$ cat config.mk
export PLATFORM = sky130hd
export DESIGN_NAME = rlc_top
export DESIGN_NICKNAME = d
export VERILOG_FILES = /design/src/hdl/rlc_pkg.sv /design/src/hdl/rlc_code_regs.sv /design/src/hdl/rlc_top.sv
export SDC_FILE = /design/constraint.sdc
export NUM_CORES = 1
export LEC_CHECK = 0
export ABC_CLOCK_PERIOD_IN_PS = 1480
export BUFFER_PORTS_ARGS = -buffer_cell sky130_fd_sc_hd__buf_2
export CAP_MARGIN = 20
export CORE_MARGIN = 1.5
export CORE_UTILIZATION = 40
export CTS_BUF_LIST = sky130_fd_sc_hd__clkbuf_4 sky130_fd_sc_hd__clkbuf_8 sky130_fd_sc_hd__clkbuf_16
export DETAILED_ROUTE_END_ITERATION = 6
export GPL_TIMING_DRIVEN = 1
export PLACE_DENSITY = 0.72
export SLEW_MARGIN = 20
export SYNTH_ARGS = -nofsm -noshare
export SYNTH_HDL_FRONTEND = slang
export SYNTH_SLANG_ARGS = --single-unit
$ cat constraint.sdc
create_clock -name pclk -period 1.48 [get_ports pclk]
set_input_delay 0.148 -clock pclk [delete_from_list [all_inputs] [get_ports pclk]]
set_output_delay 0.148 -clock pclk [all_outputs]
set_load 0.05 [all_outputs]
$ cat src/hdl/rlc_pkg.sv
package rlc_pkg;

  // ==========================================================
  // widths and register map
  // ==========================================================
  localparam int unsigned REG_W = 8;
  localparam int unsigned CODE_W = 9;
  localparam int unsigned ADDR_W = 8;
  localparam int unsigned DATA_W = 32;
  localparam logic [7:0] ADDR_CONTROL = 8'h00;
  localparam logic [7:0] ADDR_CODE_HIGH = 8'h04;
  localparam logic [7:0] ADDR_CODE_LOW = 8'h08;
  localparam logic [7:0] ADDR_STATUS = 8'h0C;

  // ==========================================================
  // control register fields
  // ==========================================================
  localparam int unsigned CTL_ENABLE_BIT = 7;
  localparam int unsigned CTL_JUSTIFY_BIT = 6;
  localparam int unsigned CTL_PIN_OE_BIT = 5;
  localparam int unsigned CTL_PSS_LSB = 2;
  localparam int unsigned CTL_PSS_MSB = 3;
  localparam logic [7:0] CTL_WRITE_MASK = 8'hEC;
  localparam logic [7:0] CTL_RESET = 8'h00;
  localparam logic [7:0] CODE_RESET = 8'h00;
  localparam logic [8:0] LADDER_RESET = 9'h000;

  // status register fields
  localparam int unsigned STAT_ENABLE_BIT = 15;
  localparam int unsigned STAT_PIN_BIT = 14;

  // code register layouts per justification
  localparam logic [7:0] LEFT_HIGH_MASK = 8'hFF;
  localparam logic [7:0] LEFT_LOW_MASK = 8'h80;
  localparam logic [7:0] RIGHT_HIGH_MASK = 8'h01;
  localparam logic [7:0] RIGHT_LOW_MASK = 8'hFF;

  typedef enum logic [1:0] {
    RLC_SRC_SUPPLY,
    RLC_SRC_OPAMP,
    RLC_SRC_EXTREF,
    RLC_SRC_FIXED
  } rlc_source_t;

  function automatic logic [7:0] rlc_high_mask(input logic right_just);
    return right_just ? RIGHT_HIGH_MASK : LEFT_HIGH_MASK;
  endfunction

  function automatic logic [7:0] rlc_low_mask(input logic right_just);
    return right_just ? RIGHT_LOW_MASK : LEFT_LOW_MASK;
  endfunction

  // folds the register pair into the 9-bit ladder code
  function automatic logic [8:0] rlc_assemble(input logic right_just,
                                               input logic [7:0] high,
                                               input logic [7:0] low);
    if (right_just) begin
      return {high[0], low};
    end
    return {high, low[7]};
  endfunction

endpackage

$ cat src/hdl/rlc_code_regs.sv
`timescale 1ns/1ps

module rlc_code_regs (
  input wire logic pclk,
  input wire logic presetn,
  input wire logic right_just,
  input wire logic wr_high,
  input wire logic wr_low,
  input wire logic [7:0] wdata,
  output logic [7:0] code_high_r,
  output logic [7:0] code_low_r,
  output logic [8:0] ladder_code_r
);

  logic [7:0] high_nxt;
  logic [7:0] low_nxt;

  // unused positions drop the written value under the current layout
  assign high_nxt = wdata & rlc_pkg::rlc_high_mask(right_just);
  assign low_nxt = wdata & rlc_pkg::rlc_low_mask(right_just);

  // ==========================================================
  // software-visible code pair
  // ==========================================================
  always_ff @(posedge pclk or negedge presetn) begin
    if (!presetn) begin
      code_high_r <= rlc_pkg::CODE_RESET;
    end else if (wr_high) begin
      code_high_r <= high_nxt;
    end
  end

  always_ff @(posedge pclk or negedge presetn) begin
    if (!presetn) begin
      code_low_r <= rlc_pkg::CODE_RESET;
    end else if (wr_low) begin
      code_low_r <= low_nxt;
    end
  end

  // ==========================================================
  // active ladder buffer
  // ==========================================================
  // only a high-half write moves the pair into the ladder, so a
  // low-half write alone never glitches the output level
  always_ff @(posedge pclk or negedge presetn) begin
    if (!presetn) begin
      ladder_code_r <= rlc_pkg::LADDER_RESET;
    end else if (wr_high) begin
      ladder_code_r <= rlc_pkg::rlc_assemble(right_just, high_nxt,
                                             code_low_r);
    end
  end

endmodule

$ cat src/hdl/rlc_top.sv
// Notes on behaviour
// - With the pin output enable set, the pin's digital driver and input detector are cut off.
// - While the pin carries the reference, reading its port bit gives zero.
// - The code pair enters the active buffer only when the high register is written.
// - Control bit 7 turns the ladder on when set and off when cleared.
// - Control bit 6 picks right justification when set, left when cleared.
// - Control bits 3-2 pick the top reference: supply, op-amp, external or fixed.
// - Left layout: high holds code 8..1, low bit 7 holds code 0, rest read zero.
// - Right layout: high bit 0 holds code 8, low holds code 7..0, rest read zero.
// - The ladder gets the buffered code so the level is code times reference over 512.
// - Reset turns the ladder off, frees the pin and clears every control and code bit.
// - Waking from sleep leaves the control register untouched.
// - Unimplemented bits ignore writes and read as zero.
//
// Implementation choices: the APB interface to the registers and the address map.
`timescale 1ns/1ps

module rlc_top (
  input wire logic pclk,
  input wire logic presetn,
  // apb slave
  input wire logic psel,
  input wire logic penable,
  input wire logic pwrite,
  input wire logic [7:0] paddr,
  input wire logic [31:0] pwdata,
  input wire logic [3:0] pstrb,
  output logic [31:0] prdata,
  output logic pready,
  output logic pslverr,
  // sleep state of the core
  input wire logic sleep_active,
  // port logic that shares the output pin
  input wire logic port_out_data,
  input wire logic port_out_en,
  output logic port_read_bit,
  // output pin pad
  input wire logic pad_in,
  output logic pad_out,
  output logic pad_oe,
  output logic pad_in_detect_en,
  output logic pad_analog_connect,
  // analog ladder controls
  output logic ladder_enable,
  output logic [8:0] ladder_tap,
  output logic [3:0] source_select_onehot,
  output logic ladder_sleep_warn
);

  // ==========================================================
  // bus decode
  // ==========================================================
  logic setup_phase;
  logic access_phase;
  logic wr_access;
  logic hit_control;
  logic hit_high;
  logic hit_low;
  logic hit_status;
  logic addr_mapped;
  logic lane0;

  assign setup_phase = psel && !penable;
  assign access_phase = psel && penable;
  // zero wait states: every access phase completes at its first edge
  assign pready = 1'b1;
  assign wr_access = access_phase && pwrite;
  // narrow registers live in lane 0, so writes without it change nothing
  assign lane0 = pstrb[0];

  always_comb begin
    hit_control = 1'b0;
    hit_high = 1'b0;
    hit_low = 1'b0;
    hit_status = 1'b0;
    if (paddr == rlc_pkg::ADDR_CONTROL) begin
      hit_control = 1'b1;
    end else if (paddr == rlc_pkg::ADDR_CODE_HIGH) begin
      hit_high = 1'b1;
    end else if (paddr == rlc_pkg::ADDR_CODE_LOW) begin
      hit_low = 1'b1;
    end else if (paddr == rlc_pkg::ADDR_STATUS) begin
      hit_status = 1'b1;
    end
  end

  assign addr_mapped = hit_control || hit_high || hit_low || hit_status;

  // unmapped addresses and writes to the read-only status word error out
  assign pslverr = access_phase &&
                   (!addr_mapped || (pwrite && hit_status));

  // ==========================================================
  // control register
  // ==========================================================
  logic [7:0] control_r;
  logic [7:0] control_nxt;
  logic wr_control;

  assign wr_control = wr_access && hit_control && lane0;
  assign control_nxt = pwdata[7:0] & rlc_pkg::CTL_WRITE_MASK;

  // sleep_active is deliberately absent here: a wake from sleep must
  // find the settings software left behind
  always_ff @(posedge pclk or negedge presetn) begin
    if (!presetn) begin
      control_r <= rlc_pkg::CTL_RESET;
    end else if (wr_control) begin
      control_r <= control_nxt;
    end
  end

  logic enable_bit;
  logic right_just;
  logic pin_output_enable;
  logic [1:0] positive_source_select;

  assign enable_bit = control_r[rlc_pkg::CTL_ENABLE_BIT];
  assign right_just = control_r[rlc_pkg::CTL_JUSTIFY_BIT];
  assign pin_output_enable = control_r[rlc_pkg::CTL_PIN_OE_BIT];
  assign positive_source_select =
    control_r[rlc_pkg::CTL_PSS_MSB:rlc_pkg::CTL_PSS_LSB];

  // ==========================================================
  // code registers and active buffer
  // ==========================================================
  logic wr_high;
  logic wr_low;
  logic [7:0] code_high_r;
  logic [7:0] code_low_r;
  logic [8:0] ladder_code_r;

  // software is expected to write low then high; a high write alone
  // reuses whatever low half is already held
  assign wr_high = wr_access && hit_high && lane0;
  assign wr_low = wr_access && hit_low && lane0;

  rlc_code_regs rlc_code_regs_inst (
    .pclk(pclk),
    .presetn(presetn),
    .right_just(right_just),
    .wr_high(wr_high),
    .wr_low(wr_low),
    .wdata(pwdata[7:0]),
    .code_high_r(code_high_r),
    .code_low_r(code_low_r),
    .ladder_code_r(ladder_code_r)
  );

  // ==========================================================
  // read path
  // ==========================================================
  logic [31:0] read_value;
  logic [31:0] prdata_r;

  always_comb begin
    read_value = 32'h0000_0000;
    if (hit_control) begin
      read_value[7:0] = control_r & rlc_pkg::CTL_WRITE_MASK;
    end else if (hit_high) begin
      read_value[7:0] = code_high_r &
                        rlc_pkg::rlc_high_mask(right_just);
    end else if (hit_low) begin
      read_value[7:0] = code_low_r &
                        rlc_pkg::rlc_low_mask(right_just);
    end else if (hit_status) begin
      read_value[8:0] = ladder_code_r;
      read_value[rlc_pkg::STAT_ENABLE_BIT] = enable_bit;
      read_value[rlc_pkg::STAT_PIN_BIT] = pin_output_enable;
    end
  end

  // captured in the setup cycle and held through the access phase
  always_ff @(posedge pclk or negedge presetn) begin
    if (!presetn) begin
      prdata_r <= 32'h0000_0000;
    end else if (setup_phase && !pwrite) begin
      prdata_r <= read_value;
    end
  end

  assign prdata = prdata_r;

  // ==========================================================
  // pin input synchroniser
  // ==========================================================
  logic pad_sync1_r;
  logic pad_sync2_r;

  always_ff @(posedge pclk or negedge presetn) begin
    if (!presetn) begin
      pad_sync1_r <= 1'b0;
      pad_sync2_r <= 1'b0;
    end else begin
      pad_sync1_r <= pad_in;
      pad_sync2_r <= pad_sync1_r;
    end
  end

  // ==========================================================
  // pin override
  // ==========================================================
  // the analog path wins outright; port logic keeps its own latch but
  // cannot reach the pad until the reference is released
  assign pad_analog_connect = pin_output_enable;
  assign pad_oe = port_out_en && !pin_output_enable;
  assign pad_out = port_out_data && !pin_output_enable;
  assign pad_in_detect_en = !pin_output_enable;
  assign port_read_bit = pin_output_enable ? 1'b0 : pad_sync2_r;

  // ==========================================================
  // ladder drive
  // ==========================================================
  rlc_pkg::rlc_source_t source_sel;

  assign source_sel = rlc_pkg::rlc_source_t'(positive_source_select);

  always_comb begin
    source_select_onehot = 4'h0;
    case (source_sel)
      rlc_pkg::RLC_SRC_FIXED: begin
        source_select_onehot[rlc_pkg::RLC_SRC_FIXED] = 1'b1;
      end
      rlc_pkg::RLC_SRC_EXTREF: begin
        source_select_onehot[rlc_pkg::RLC_SRC_EXTREF] = 1'b1;
      end
      rlc_pkg::RLC_SRC_OPAMP: begin
        source_select_onehot[rlc_pkg::RLC_SRC_OPAMP] = 1'b1;
      end
      default: begin
        source_select_onehot[rlc_pkg::RLC_SRC_SUPPLY] = 1'b1;
      end
    endcase
  end

  // the ladder divides the chosen reference into 512 taps; the tap
  // index is the buffered code itself
  assign ladder_enable = enable_bit;
  assign ladder_tap = ladder_code_r;

  // flags a ladder left running into sleep, where it only wastes current
  assign ladder_sleep_warn = sleep_active && enable_bit;

endmodule
==> results.py <==
metrics = {
    "cells_and_area": {
        "num-nets-final": 366,
        "layout-area-overhead-vs-synth_pct": 22.3,
        "fillCellCount": 551,
        "antenna_cells_inserted": 0,
        "post-route-util_pct": 50.3,
        "post-route-cell-area_um2": 2740,
        "fraction_of_final_layout_cells_sized_beyond_drive_strength_1_pct": 31.8,
        "finalNonFillerCells": 386,
    },
    "detailed_routing": {
        "detail_route.iter0.violations": 81,
        "wire_per_inst_um": 12.7,
        "route.detailed.drc": 0,
        "drtPass1Iterations": 4,
        "detail_route.wirelength_mm": 4.92,
        "total_number_of_vias": 1857,
        "vias_per_cell": 4.81,
        "final_antenna_net_count": 0,
    },
    "yosys": {
        "synthCells": 243,
        "share_of_the_yosys_chip_area_belonging_to_registers_pct": 48.1,
        "synth_common_cells": "55 x sky130_fd_sc_hd__nand2_1, 43 x sky130_fd_sc_hd__dfrtp_1, 25 x sky130_fd_sc_hd__o21ai_0",
        "yosysWarningCount": 0,
        "synth_edf_count": 0,
        "synth_seq_cells": 43,
        "yosysTopAreaCellShare_pct": 48.1,
        "synth_ff_type": "sky130_fd_sc_hd__dfrtp_1",
        "avgSynthCellArea_um2": 9.21,
        "cell_area_after_synthesis_um2": 2240,
        "synth_async_sr_flop_share_pct": 100,
        "synth_top_cell_by_area": "sky130_fd_sc_hd__dfrtp_1",
        "netlist_top_cells_area": "sky130_fd_sc_hd__dfrtp_1 48%, sky130_fd_sc_hd__nand2_1 9.2%, sky130_fd_sc_hd__buf_4 8.1%",
        "synth_cell_types": 37,
        "synthMostInstantiatedCell": "sky130_fd_sc_hd__nand2_1",
    },
    "placement": {
        "gp_congestion": 0.780,
        "dpl_cell_area_um2": 2610,
        "place_inst": 376,
        "hpwl_mm": 3.91,
        "pre_cts_ws_ns": -0.0667,
        "place.port_buffers": 57,
    },
    "status": {
        "status": "complete, no violations",
    },
    "cts": {
        "cts_root_buffer": "sky130_fd_sc_hd__clkbuf_8",
        "cts_setup_buffers": 0,
        "cts.sinks": 43,
        "cts-buffers-inserted": 5,
        "worst_setup_hold_path_clk_slew_ns": 0.07,
        "clk_latency_ns": 0.29,
        "max-clock-path-buffers": 2,
        "htree_levels": 2,
        "cts_tree": "yes",
    },
    "setup_path": {
        "cp_common_cell": "sky130_fd_sc_hd__buf_2",
        "critPathArrivalTime_ns": 1.23,
        "worstSetupPathType": "in -> out",
        "critPathCapture": "pslverr",
        "reg2reg_slack_ns": 0.20,
        "cp-startpoint": "paddr[5]",
        "timing.reg2reg.worst_path_depth": 5,
        "worstReg2RegEnd": "prdata[5]",
        "crit_fanout": 6,
        "setup.worst_path.start_class": "input pin",
        "critical_path.slowest_cell": "sky130_fd_sc_hd__nor4_4",
        "timing.critical_path.slowest_cell_delay_ns": 0.31,
        "worstReg2RegStart": "control_r[6]",
        "worstPathCellList": "buf_2 > nor4_4 > buf_4 > and2_2 > a21oi_2 > buf_2",
        "required_time_of_the_critical_path_ns": 1.33,
        "setup.worst_path.end_class": "primary output",
    },
    "min_path": {
        "timing.hold.worst.class": "in -> reg",
    },
    "sta": {
        "min_period_over_period_pct": 93.3,
        "setup-tns-final_ns": 0,
        "setup_viol": 0,
        "clock-skew-final_ns": 0.00446,
        "rsz0062_at_grt": "no",
        "min_hold_slack_ns": 0.116,
        "maxSlewViolCount": 0,
        "report.final.hold_viol_count": 0,
        "final.setup.worst_slack_ns": 0.0998,
        "maxClockFrequency_mhz": 725,
        "fin_crit_ns": 1.38,
    },
    "die": {
        "starting_density_of_the_core_pct": 41.1,
        "num_io_pins": 107,
        "die-height_um": 77.8,
        "die-area_um2": 6050,
        "fp.coreArea_um2": 5440,
        "die-width_um": 77.8,
        "placementRows": 27,
    },
    "pwr": {
        "peakVddDrop_v": 0.000434,
        "design_power_total_mw": 2.34,
        "power_per_cell_area_nw_per_um2": 857,
        "power.static_leakage_nw": 1.37,
    },
    "global_routing": {
        "grt_start_max_net_pins": 23,
        "vias_in_the_first_global_route": 1754,
        "grt_first_pass_wirelength_mm": 8.18,
        "grtUsageTotal_pct": 17.5,
        "antenna_found_initial": 0,
        "globalRoute.totalOverflow": 0,
    },
    "job": {
        "cap_violations": 0,
    },
}
==> worst max-delay path: cells and delay by family <==
kind	cells	cell delay, ns
compound gates	1	0.07
simple gates	2	0.51
buf+inv	3	0.50
==> registers in the layout, summed over array words and instances (netlist names) <==
| signal | flops |
|---|---|
| prdata | 11 |
| pad_sync2_r | 1 |
| rlc_code_regs_inst.code_high_r | 8 |
| rlc_code_regs_inst.code_low_r | 8 |
| pad_sync1_r | 1 |
| control_r | 5 |
| rlc_code_regs_inst.ladder_code_r | 9 |
==> area by class of cell <==
cell class	instances	area [um^2]	area share [%]
sequential	43	1080	39.4
multi-input combinational	181	997	36.5
clock buffer	8	104	3.80
inverter	3	11.3	0.412
tap	72	90.1	3.29
timing repair buffer	79	455	16.7
==> logic make-up after synthesis <==
logic type      share of synthesized area [%]
other cells                             0.336
flops                                    48.1
buf+inv                                  10.9
mux                                      4.92
simple gates                             20.8
compound gates                           14.9
==> metal layers <==
metal / track usage, % / routed length, um / up-vias
met5: 0 / 0 / -
met4: 7.64 / 76 / 0
met3: 3.29 / 354 / 7
met2: 26.8 / 2180 / 71
met1: 24.0 / 2310 / 861
li1: - / - / 918
==> placed cells by master (no fill, tap or decap), drive strengths merged, types with 6 or more instances in the layout <==
master / count
o21ai: 30
nor2b: 6
nand2b: 7
and2: 6
dfrtp: 43
nand2: 55
buf: 77
mux2: 8
clkbuf: 8
nor2: 6
conb: 22
==> how the worst min path moves through the flow <==
stage | depth (start not counted) | start | to | slack (ns)
after floorplan | 0 | presetn | control_r[2] | -0.15
after global placement | 1 | presetn | pad_sync1_r | 0.07
after detailed placement | 1 | presetn | pad_sync1_r | 0.07
after CTS | 3 | pwdata[4] | rlc_code_regs_inst.code_low_r[4] | 0.11
after global routing | 2 | pwdata[5] | control_r[5] | 0.11
final | 3 | pwdata[4] | rlc_code_regs_inst.code_low_r[4] | 0.12
==> where the power goes <==
| part | internal [mW] | total (mW) | switching, mW |
|---|---|---|---|
| Combinational | 0.0765 | 0.332 | 0.255 |
| Sequential | 1.18 | 1.19 | 0.00493 |
| Clock | 0.444 | 0.826 | 0.382 |
==> what timing repair did <==
action / in CTS / in global routing
gates resized for setup: 0 / 1
endpoints found under the hold margin: 15 / 0
setup endpoints to repair: 0 / 1
hold buffers: 2 / 0
No activity file was read; power rests on OpenSTA's default activity.
